==> src/rtl/rotation_monitor_pkg.sv <==
package rotation_monitor_pkg;

  // ----------------------------------------------------------------
  // Clock and widths
  // ----------------------------------------------------------------
  localparam int unsigned CLK_HZ = 100_000_000;
  localparam logic [39:0] CLK_HZ_WIDE = 40'h0005F5E100;
  localparam int unsigned STEPS_W = 24;
  localparam int unsigned TOL_W = 24;
  localparam int unsigned FREQ_W = 20;
  localparam int unsigned IVL_W = 20;
  localparam int unsigned ADDR_W = 6;
  localparam int unsigned IRQ_W = 3;

  // ----------------------------------------------------------------
  // Register byte offsets
  // ----------------------------------------------------------------
  localparam logic [5:0] ADDR_CTRL = 6'h00;
  localparam logic [5:0] ADDR_STEPS_REV = 6'h04;
  localparam logic [5:0] ADDR_EDGE_TOL = 6'h08;
  localparam logic [5:0] ADDR_MAX_FREQ = 6'h0C;
  localparam logic [5:0] ADDR_STATUS = 6'h10;
  localparam logic [5:0] ADDR_COUNT = 6'h14;
  localparam logic [5:0] ADDR_REF = 6'h18;
  localparam logic [5:0] ADDR_IRQ_STATUS = 6'h1C;
  localparam logic [5:0] ADDR_IRQ_MASK = 6'h20;
  localparam logic [5:0] ADDR_ACTIVE_STEPS = 6'h24;

  // ----------------------------------------------------------------
  // Field positions
  // ----------------------------------------------------------------
  localparam int unsigned CTRL_RESTART_BIT = 0;
  localparam int unsigned IRQ_ROT_ERR_BIT = 0;
  localparam int unsigned IRQ_DRIVE_BIT = 1;
  localparam int unsigned IRQ_REF_BIT = 2;
  localparam int unsigned STATUS_ENABLE_BIT = 2;
  localparam int unsigned STATUS_REF_BIT = 3;

  // ----------------------------------------------------------------
  // Reset values and limits
  // ----------------------------------------------------------------
  localparam logic [23:0] STEPS_DEFAULT = 24'h0007D0;
  localparam logic [23:0] STEPS_MIN = 24'h00000A;
  localparam logic [23:0] STEPS_MAX = 24'h989680;
  localparam logic [23:0] TOL_DEFAULT = 24'h000032;
  localparam logic [23:0] TOL_MIN = 24'h00000A;
  localparam logic [23:0] TOL_MAX = 24'h989680;
  localparam logic [19:0] FREQ_DEFAULT = 20'h3D090;
  localparam logic [19:0] FREQ_MIN = 20'h00064;
  localparam logic [19:0] FREQ_MAX = 20'hF4240;
  localparam logic [19:0] IVL_SAT = 20'hFFFFF;
  localparam logic [2:0] IRQ_MASK_DEFAULT = 3'h0;

  // ----------------------------------------------------------------
  // Types
  // ----------------------------------------------------------------
  typedef struct packed {
    logic pulse;
    logic dir;
  } step_t;

  typedef enum logic [1:0] {
    ST_OFF = 2'b00,
    ST_WAIT_REF = 2'b01,
    ST_WATCH = 2'b10,
    ST_FAULT = 2'b11
  } mon_state_t;

endpackage : rotation_monitor_pkg

==> src/rtl/level_sync.sv <==
`timescale 1ns/1ps
module level_sync (
  input wire logic mclk_in,
  input wire logic nrst_in,
  input wire logic [1:0] async_in,
  output logic [1:0] sync_out
);
  logic [1:0] meta;

  // Stage one feeds stage two only
  always_ff @(posedge mclk_in or negedge nrst_in) begin
    if (!nrst_in) begin
      meta <= 2'h0;
      sync_out <= 2'h0;
    end else begin
      meta <= async_in;
      sync_out <= meta;
    end
  end
endmodule : level_sync

==> src/rtl/modulo_step_counter.sv <==
`timescale 1ns/1ps
module modulo_step_counter (
  input wire logic mclk_in,
  input wire logic nrst_in,
  input rotation_monitor_pkg::step_t step_in,
  input wire logic [23:0] modulus_in,
  input wire logic clear_in,
  output logic [23:0] count_out
);
  import rotation_monitor_pkg::*;

  logic [23:0] last;

  assign last = modulus_in - 24'h000001;

  always_ff @(posedge mclk_in or negedge nrst_in) begin
    if (!nrst_in) begin
      count_out <= 24'h000000;
    end else if (clear_in) begin
      count_out <= 24'h000000;
    end else if (step_in.pulse) begin
      if (step_in.dir) begin
        count_out <= (count_out >= last) ? 24'h000000 : count_out + 24'h000001;
      end else begin
        count_out <= (count_out == 24'h000000) ? last : count_out - 24'h000001;
      end
    end
  end
endmodule : modulo_step_counter

==> src/rtl/stepper_rotation_monitor.sv <==
`timescale 1ns/1ps
module stepper_rotation_monitor (
  input wire logic mclk_in,
  input wire logic nrst_in,
  input wire logic [rotation_monitor_pkg::ADDR_W-1:0] avs_address_in,
  input wire logic avs_read_in,
  input wire logic avs_write_in,
  input wire logic [31:0] avs_writedata_in,
  input wire logic [3:0] avs_byteenable_in,
  output logic [31:0] avs_readdata_out,
  output logic avs_waitrequest_out,
  input rotation_monitor_pkg::step_t step_in,
  input wire logic proximity_switch_in,
  input wire logic monitor_enable_in,
  output logic rot_error_out,
  output logic monitor_active_out,
  output logic irq_out
);
  import rotation_monitor_pkg::*;
  // ----------------------------------------------------------------
  // Helpers
  // ----------------------------------------------------------------
  function automatic logic [31:0] merge_bytes(input logic [31:0] old_val,
                                              input logic [31:0] new_val,
                                              input logic [3:0] be);
    logic [31:0] res;
    res = 32'h00000000;
    for (int i = 0; i < 4; i++) begin
      res[i*8 +: 8] = be[i] ? new_val[i*8 +: 8] : old_val[i*8 +: 8];
    end
    return res;
  endfunction : merge_bytes

  // Distance taken modulo the revolution, so a reference near zero still
  // accepts counts just below the wrap point.
  function automatic logic in_window(input logic [23:0] cnt,
                                     input logic [23:0] ref_val,
                                     input logic [23:0] modulus,
                                     input logic [23:0] tol);
    logic [24:0] diff;
    logic [24:0] back;
    diff = (cnt >= ref_val) ? {1'b0, cnt} - {1'b0, ref_val}
                            : {1'b0, cnt} + {1'b0, modulus} - {1'b0, ref_val};
    back = {1'b0, modulus} - diff;
    return (diff <= {1'b0, tol}) || (back <= {1'b0, tol});
  endfunction : in_window
  // ----------------------------------------------------------------
  // Register storage
  // ----------------------------------------------------------------
  logic [23:0] pending_steps;
  logic [23:0] revolution_step_count;
  logic [23:0] edge_tolerance_steps;
  logic [19:0] max_step_frequency;
  logic [IRQ_W-1:0] irq_status;
  logic [IRQ_W-1:0] irq_mask;
  logic [23:0] zero_ref;
  logic [23:0] mod_count;
  logic ref_valid;
  mon_state_t state;
  mon_state_t next_state;
  logic monitor_enable_sync;
  logic switch_sync;
  logic switch_prev;
  logic switch_edge;
  // ----------------------------------------------------------------
  // Avalon-MM slave
  // ----------------------------------------------------------------
  logic bus_req;
  logic do_write;
  logic [31:0] wdata_merged;
  logic [31:0] rd_mux;
  logic restart;

  assign bus_req = avs_read_in | avs_write_in;
  // Writes act at the edge where waitrequest is seen low
  assign do_write = avs_write_in & ~avs_waitrequest_out;

  always_ff @(posedge mclk_in or negedge nrst_in) begin
    if (!nrst_in) begin
      avs_waitrequest_out <= 1'b1;
    end else begin
      avs_waitrequest_out <= ~(bus_req & avs_waitrequest_out);
    end
  end

  always_comb begin
    rd_mux = 32'h00000000;
    case (avs_address_in)
      ADDR_CTRL: rd_mux = 32'h00000000;
      ADDR_STEPS_REV: rd_mux = {8'h00, pending_steps};
      ADDR_EDGE_TOL: rd_mux = {8'h00, edge_tolerance_steps};
      ADDR_MAX_FREQ: rd_mux = {12'h000, max_step_frequency};
      ADDR_STATUS: rd_mux = {28'h0000000, ref_valid, monitor_enable_sync, state};
      ADDR_COUNT: rd_mux = {8'h00, mod_count};
      ADDR_REF: rd_mux = {8'h00, zero_ref};
      ADDR_IRQ_STATUS: rd_mux = {29'h00000000, irq_status};
      ADDR_IRQ_MASK: rd_mux = {29'h00000000, irq_mask};
      ADDR_ACTIVE_STEPS: rd_mux = {8'h00, revolution_step_count};
      default: rd_mux = 32'h00000000;
    endcase
  end

  always_ff @(posedge mclk_in or negedge nrst_in) begin
    if (!nrst_in) begin
      avs_readdata_out <= 32'h00000000;
    end else if (avs_read_in & avs_waitrequest_out) begin
      avs_readdata_out <= rd_mux;
    end
  end
  // Disabled bytes keep the stored value, or count as zero for write-one-to-clear
  assign wdata_merged = merge_bytes((avs_address_in == ADDR_IRQ_STATUS) ? 32'h00000000 : rd_mux,
                                    avs_writedata_in, avs_byteenable_in);
  assign restart = do_write && (avs_address_in == ADDR_CTRL) && wdata_merged[CTRL_RESTART_BIT];
  // ----------------------------------------------------------------
  // Configuration
  // ----------------------------------------------------------------
  // Out-of-range writes are dropped, so the stored values always stay legal
  always_ff @(posedge mclk_in or negedge nrst_in) begin
    if (!nrst_in) begin
      pending_steps <= STEPS_DEFAULT;
    end else if (do_write && avs_address_in == ADDR_STEPS_REV &&
                 wdata_merged[31:24] == 8'h00 && wdata_merged[23:0] >= STEPS_MIN &&
                 wdata_merged[23:0] <= STEPS_MAX) begin
      pending_steps <= wdata_merged[23:0];
    end
  end
  // Counter modulus only changes on restart, never mid-revolution
  always_ff @(posedge mclk_in or negedge nrst_in) begin
    if (!nrst_in) begin
      revolution_step_count <= STEPS_DEFAULT;
    end else if (restart) begin
      revolution_step_count <= pending_steps;
    end
  end
  always_ff @(posedge mclk_in or negedge nrst_in) begin
    if (!nrst_in) begin
      edge_tolerance_steps <= TOL_DEFAULT;
    end else if (do_write && avs_address_in == ADDR_EDGE_TOL &&
                 wdata_merged[31:24] == 8'h00 && wdata_merged[23:0] >= TOL_MIN &&
                 wdata_merged[23:0] <= TOL_MAX) begin
      edge_tolerance_steps <= wdata_merged[23:0];
    end
  end
  always_ff @(posedge mclk_in or negedge nrst_in) begin
    if (!nrst_in) begin
      max_step_frequency <= FREQ_DEFAULT;
    end else if (do_write && avs_address_in == ADDR_MAX_FREQ &&
                 wdata_merged[31:20] == 12'h000 && wdata_merged[19:0] >= FREQ_MIN &&
                 wdata_merged[19:0] <= FREQ_MAX) begin
      max_step_frequency <= wdata_merged[19:0];
    end
  end
  // ----------------------------------------------------------------
  // Inputs from outside the clock domain
  // ----------------------------------------------------------------
  level_sync u_sync (
    .mclk_in(mclk_in),
    .nrst_in(nrst_in),
    .async_in({monitor_enable_in, proximity_switch_in}),
    .sync_out({monitor_enable_sync, switch_sync})
  );
  always_ff @(posedge mclk_in or negedge nrst_in) begin
    if (!nrst_in) begin
      switch_prev <= 1'b0;
    end else begin
      switch_prev <= switch_sync;
    end
  end
  // Only the rising edge counts; the falling edge would move with switch hysteresis
  assign switch_edge = switch_sync & ~switch_prev;
  // ----------------------------------------------------------------
  // Revolution counter
  // ----------------------------------------------------------------
  modulo_step_counter u_counter (
    .mclk_in(mclk_in),
    .nrst_in(nrst_in),
    .step_in(step_in),
    .modulus_in(revolution_step_count),
    .clear_in(restart),
    .count_out(mod_count)
  );
  // ----------------------------------------------------------------
  // Drive control check
  // ----------------------------------------------------------------
  logic [IVL_W-1:0] step_interval;
  logic step_seen;
  logic [39:0] interval_product;
  logic drive_fault;
  assign interval_product = step_interval * max_step_frequency;
  // Steps closer than one period of the limit frequency mean bad drive control
  assign drive_fault = step_in.pulse & step_seen & (interval_product < CLK_HZ_WIDE);
  always_ff @(posedge mclk_in or negedge nrst_in) begin
    if (!nrst_in) begin
      step_interval <= IVL_SAT;
      step_seen <= 1'b0;
    end else if (restart) begin
      step_interval <= IVL_SAT;
      step_seen <= 1'b0;
    end else if (step_in.pulse) begin
      step_interval <= 20'h00001;
      step_seen <= 1'b1;
    end else if (step_interval != IVL_SAT) begin
      step_interval <= step_interval + 20'h00001;
    end
  end
  // ----------------------------------------------------------------
  // Monitor sequence
  // ----------------------------------------------------------------
  logic edge_ok;
  logic tol_fail;
  logic ref_capture;
  assign edge_ok = in_window(mod_count, zero_ref, revolution_step_count,
                             edge_tolerance_steps);
  assign tol_fail = (state == ST_WATCH) && monitor_enable_sync && switch_edge && !edge_ok;
  assign ref_capture = (state == ST_WAIT_REF) && monitor_enable_sync && switch_edge;
  always_comb begin
    next_state = state;
    case (state)
      ST_OFF: begin
        if (monitor_enable_sync && !drive_fault) begin
          next_state = ST_WAIT_REF;
        end
      end
      ST_WAIT_REF: begin
        if (!monitor_enable_sync) begin
          next_state = ST_OFF;
        end else if (drive_fault) begin
          next_state = ST_FAULT;
        end else if (ref_capture) begin
          next_state = ST_WATCH;
        end
      end
      ST_WATCH: begin
        if (!monitor_enable_sync) begin
          next_state = ST_OFF;
        end else if (tol_fail || drive_fault) begin
          next_state = ST_FAULT;
        end
      end
      // Stays off until the PLC drops enable or a restart is written, forcing a fresh reference
      ST_FAULT: begin
        if (!monitor_enable_sync) begin
          next_state = ST_OFF;
        end
      end
      default: next_state = ST_OFF;
    endcase
  end
  always_ff @(posedge mclk_in or negedge nrst_in) begin
    if (!nrst_in) begin
      state <= ST_OFF;
    end else if (restart) begin
      state <= ST_OFF;
    end else begin
      state <= next_state;
    end
  end
  always_ff @(posedge mclk_in or negedge nrst_in) begin
    if (!nrst_in) begin
      zero_ref <= 24'h000000;
      ref_valid <= 1'b0;
    end else if (restart || next_state == ST_OFF || next_state == ST_FAULT) begin
      ref_valid <= 1'b0;
    end else if (ref_capture) begin
      zero_ref <= mod_count;
      ref_valid <= 1'b1;
    end
  end
  // ----------------------------------------------------------------
  // Outputs toward the PLC
  // ----------------------------------------------------------------
  // Single-cycle pulse; the PLC evaluates it on the edge
  always_ff @(posedge mclk_in or negedge nrst_in) begin
    if (!nrst_in) begin
      rot_error_out <= 1'b0;
    end else begin
      rot_error_out <= tol_fail | drive_fault;
    end
  end
  always_ff @(posedge mclk_in or negedge nrst_in) begin
    if (!nrst_in) begin
      monitor_active_out <= 1'b0;
    end else begin
      monitor_active_out <= !restart && ((next_state == ST_WAIT_REF) || (next_state == ST_WATCH));
    end
  end
  // ----------------------------------------------------------------
  // Interrupts
  // ----------------------------------------------------------------
  logic [IRQ_W-1:0] irq_set;
  logic [IRQ_W-1:0] irq_clr;
  assign irq_set = {ref_capture, drive_fault, tol_fail};
  assign irq_clr = (do_write && avs_address_in == ADDR_IRQ_STATUS) ? wdata_merged[IRQ_W-1:0]
                                                                    : 3'h0;
  // A new event in the clearing cycle wins over the clear
  always_ff @(posedge mclk_in or negedge nrst_in) begin
    if (!nrst_in) begin
      irq_status <= 3'h0;
    end else begin
      irq_status <= (irq_status & ~irq_clr) | irq_set;
    end
  end
  always_ff @(posedge mclk_in or negedge nrst_in) begin
    if (!nrst_in) begin
      irq_mask <= IRQ_MASK_DEFAULT;
    end else if (do_write && avs_address_in == ADDR_IRQ_MASK) begin
      irq_mask <= wdata_merged[IRQ_W-1:0];
    end
  end
  always_ff @(posedge mclk_in or negedge nrst_in) begin
    if (!nrst_in) begin
      irq_out <= 1'b0;
    end else begin
      irq_out <= |(((irq_status & ~irq_clr) | irq_set) & irq_mask);
    end
  end

endmodule : stepper_rotation_monitor

==> config.mk <==
export PLATFORM = sky130hd
export DESIGN_NAME = stepper_rotation_monitor
export DESIGN_NICKNAME = d
export VERILOG_FILES = /design/src/rtl/rotation_monitor_pkg.sv /design/src/rtl/level_sync.sv /design/src/rtl/modulo_step_counter.sv /design/src/rtl/stepper_rotation_monitor.sv
export SDC_FILE = /design/constraint.sdc
export NUM_CORES = 2
export LEC_CHECK = 0
export BUFFER_PORTS_ARGS = -buffer_cell sky130_fd_sc_hd__buf_2
export CAP_MARGIN = 20
export CORE_AREA = 5 5 317 226
export DETAILED_ROUTE_END_ITERATION = 8
export DIE_AREA = 0 0 322 231
export PLACE_DENSITY = 0.58
export SETUP_SLACK_MARGIN = 0.1
export SLEW_MARGIN = 20
export SYNTH_ARGS = -nofsm -noshare
export SYNTH_HDL_FRONTEND = slang
export SYNTH_SLANG_ARGS = --single-unit
==> constraint.sdc <==
create_clock -name mclk_in -period 21.4 [get_ports mclk_in]
set_clock_uncertainty 0.05 [all_clocks]
set_input_delay 1.07 -clock mclk_in [delete_from_list [all_inputs] [get_ports mclk_in]]
set_output_delay 1.07 -clock mclk_in [all_outputs]
set_load 0.01 [all_outputs]
==> metrics <==
xor/xnor cell area share of the yosys netlist 3.55%; leading area contributor after synthesis fa_1; Hold Buf Count CTS 0; I/O pin count 86; Buf/Inv on CP 1; Vias 25,647; post-CTS sizing 0; Power, Total about 3400 µW; PD cells around 100 nW/µm²; Slew Limit Fails 0; adder-cell area share of the yosys netlist 34.3%; PortBufs 77; synth unique cells 88; Placed Cells between 4,000 and 5,000; CP Capture Type register; DRC viols 0; status finished, final reports clean; Clock Sinks between 200 and 250; WL/cell 21.5 µm; Final Critical Period between 10 and 15 ns; die width 322 µm; Die ar. roughly 74,000 µm²; hold path startpoint u_sync.meta[1]; GP Congestion 0.944; Synth top area share 22.2%; Worst Tran Pin Value 1.22 ns; TritonCTS clock tree yes; clk_lat worst skew roughly 0.54 ns; crit share post-route 51.8%; Async SR Flop Fraction 100%; fin cells between 4,000 and 5,000; worst r2r dst zero_ref[19]; Setup violations, final 0; worst hold endpoint u_sync.sync_out[1]; Rows 81; Area contributors post-synth fa_1 22%, dfrtp_1 13%, ha_1 12%; Max Freq approximately 90 MHz; Slowest cell on crit path mux2i_1; vias in the first global route between 20,000 and 25,000; post-synthesis compound-gate area fraction between 10 and 15%; core area 68,700 µm²; Required @ worst endpoint 21.73 ns; cell family with most CP delay compound AO/OA/AOI/OAI gates; pre-CTS WS 10.87 ns; PnR worst setup slack 10.31 ns; initial antenna violation count 2; Area Overhead vs Synth 5.84%; Syn Std Cell Area 31,000 µm²; Synth Flop Type dfrtp_1; Clock Path Buffers 3; final hold violations 0; number of synthesized flops with an enable pin 0; Detail Placement HPWL 76,900 µm; Final nets 4,254; post-route ant nets 0; element type at the critical path start register; Post-Syn Instances 3,607; Syn Area/Cell between 8 and 9 µm²; Synth Area in Simple Gates 18.0%; overall routing resource usage 25.7%; leakage power 0.0162 µW; setup TNS 0 ns; drt via density 5.71; drt first pass iters 9; hold depth 0; first-pass GRT wire length 150,000 µm; Critical R2R Launch u_counter.count_out[2]; Die Height around 230 µm; CTS Buf Count 22; total gr overflow 0; sequential area share after synthesis between 10% and 20%; pin count of the biggest net entering global routing 93; share of layout cells above drive strength 1 8.56%; Reg clk slew, reported paths 0.07 ns; WP depth 38; slew margin rel. 17.6%; FF-to-FF setup slack 10.31 ns; Root Driver clkbuf_16; maxcap violations 0; Initial Utilization a little under half; CP Data Arrival Time between 10 and 15 ns; peak fanout along the critical path 48; R2R cell count 38; RSZ-0062 raised after global routing false; setup bufs post-CTS 0; DR iter-0 viols 2,676; Worst Hold Class reg2reg; Worst IR Drop VDD 104 µV; slowest cell delay on critical path 0.76 ns; FF+latch count, synth 203; Total Wirelength 96,500 µm; htree depth 1; critical path class reg2reg; largest family of logic cells by synthesized area adder cells; Ys Warns 0; multiplexer share of the synthesized area 4.11%
## placed cells by master (no fill, tap or decap), drive strengths merged, types with 18 or more instances in the layout
cell type / count
ha: 299
xnor2: 100
xor2: 26
inv: 565
buf: 112
nor4: 24
dfrtp: 160
o21a: 35
fa: 345
clkbuf: 30
dfstp: 43
mux2i: 26
nand4: 41
nand2: 371
a21oi: 141
nor2: 171
o31ai: 23
and2: 227
nor2b: 25
a31oi: 34
a21o: 50
nand2b: 27
and3: 33
nor3: 55
nand3: 69
mux2: 81
a222oi: 33
o21ai: 169
a211oi: 18
## cell usage after synthesis, types with 50 or more instances
master,number
a21o_1,50
a21oi_1,141
and2_1,227
clkbuf_1,156
dfrtp_1,160
fa_1,345
ha_1,299
inv_1,565
mux2_2,65
nand2_1,371
nand3_1,69
nor2_1,169
nor3_1,54
o21ai_0,162
xnor2_1,100
## worst max path at each step
stage                                       from           end  slack, ns
final                     u_counter.count_out[2]  zero_ref[19]      10.31
after detailed placement  u_counter.count_out[0]  zero_ref[19]      10.87
after global routing      u_counter.count_out[0]  zero_ref[17]       9.75
after floorplan                 step_interval[5]  zero_ref[10]      12.20
after global placement               zero_ref[1]  zero_ref[20]      10.90
after CTS                 u_counter.count_out[0]  zero_ref[19]      10.80
## power by group
group          internal [µW]  switching (µW)  total (µW)
Clock                    251             180         431
Sequential               433            88.8         522
Combinational           1040            1360        2410
Total                   1730            1630        3360
## state kept, by name (all words and copies together), names as in the netlist
signal and cells:
avs_readdata_out 24, edge_tolerance_steps 24, pending_steps 24, revolution_step_count 24, u_counter.count_out 24, zero_ref 24, max_step_frequency 20, step_interval 20
irq_mask 3, irq_status 3, state 2, u_sync.meta 2, u_sync.sync_out 2, avs_waitrequest_out 1, irq_out 1, monitor_active_out 1
ref_valid 1, rot_error_out 1, step_seen 1, switch_prev 1
## cell families after synthesis
family,Yosys count
flip-flops,203
XOR/XNOR,126
buffers and inverters,757
AO/OA/AOI/OAI,654
other,1
multiplexers,109
AND/OR/NAND/NOR,1113
adder cells (fa/ha/maj),644
## per-layer routing
metal | global-route usage (%) | up-vias | routed length (µm)
met5 | 0 | - | 13
met4 | 3.28 | 2 | 1300
met3 | 7.34 | 74 | 10400
met2 | 32.9 | 1042 | 36100
met1 | 42.9 | 12675 | 48600
li1 | - | 11854 | -
## stage by stage
step	area, µm²	hold slack, ns	utilization, %
3_5_place_dp	32100	0.296	46.7
3_3_place_gp	32100	0.283	46.7
2_1_floorplan	31100	0.281	-
6_report	32900	0.310	47.8
5_1_grt	32900	0.316	47.8
4_1_cts	32900	0.311	47.8
## cell type report
type,instances,area (µm²)
diodes,1,2.50
clock buffers,30,652
clock inverters,10,138
fillers,6789,35900
inverters,567,2130
multi-input cells,2654,23000
flip-flops and latches,203,5130
well taps,913,1140
repair buffers,112,658
Note: power is estimated with default switching activity, not from simulation.
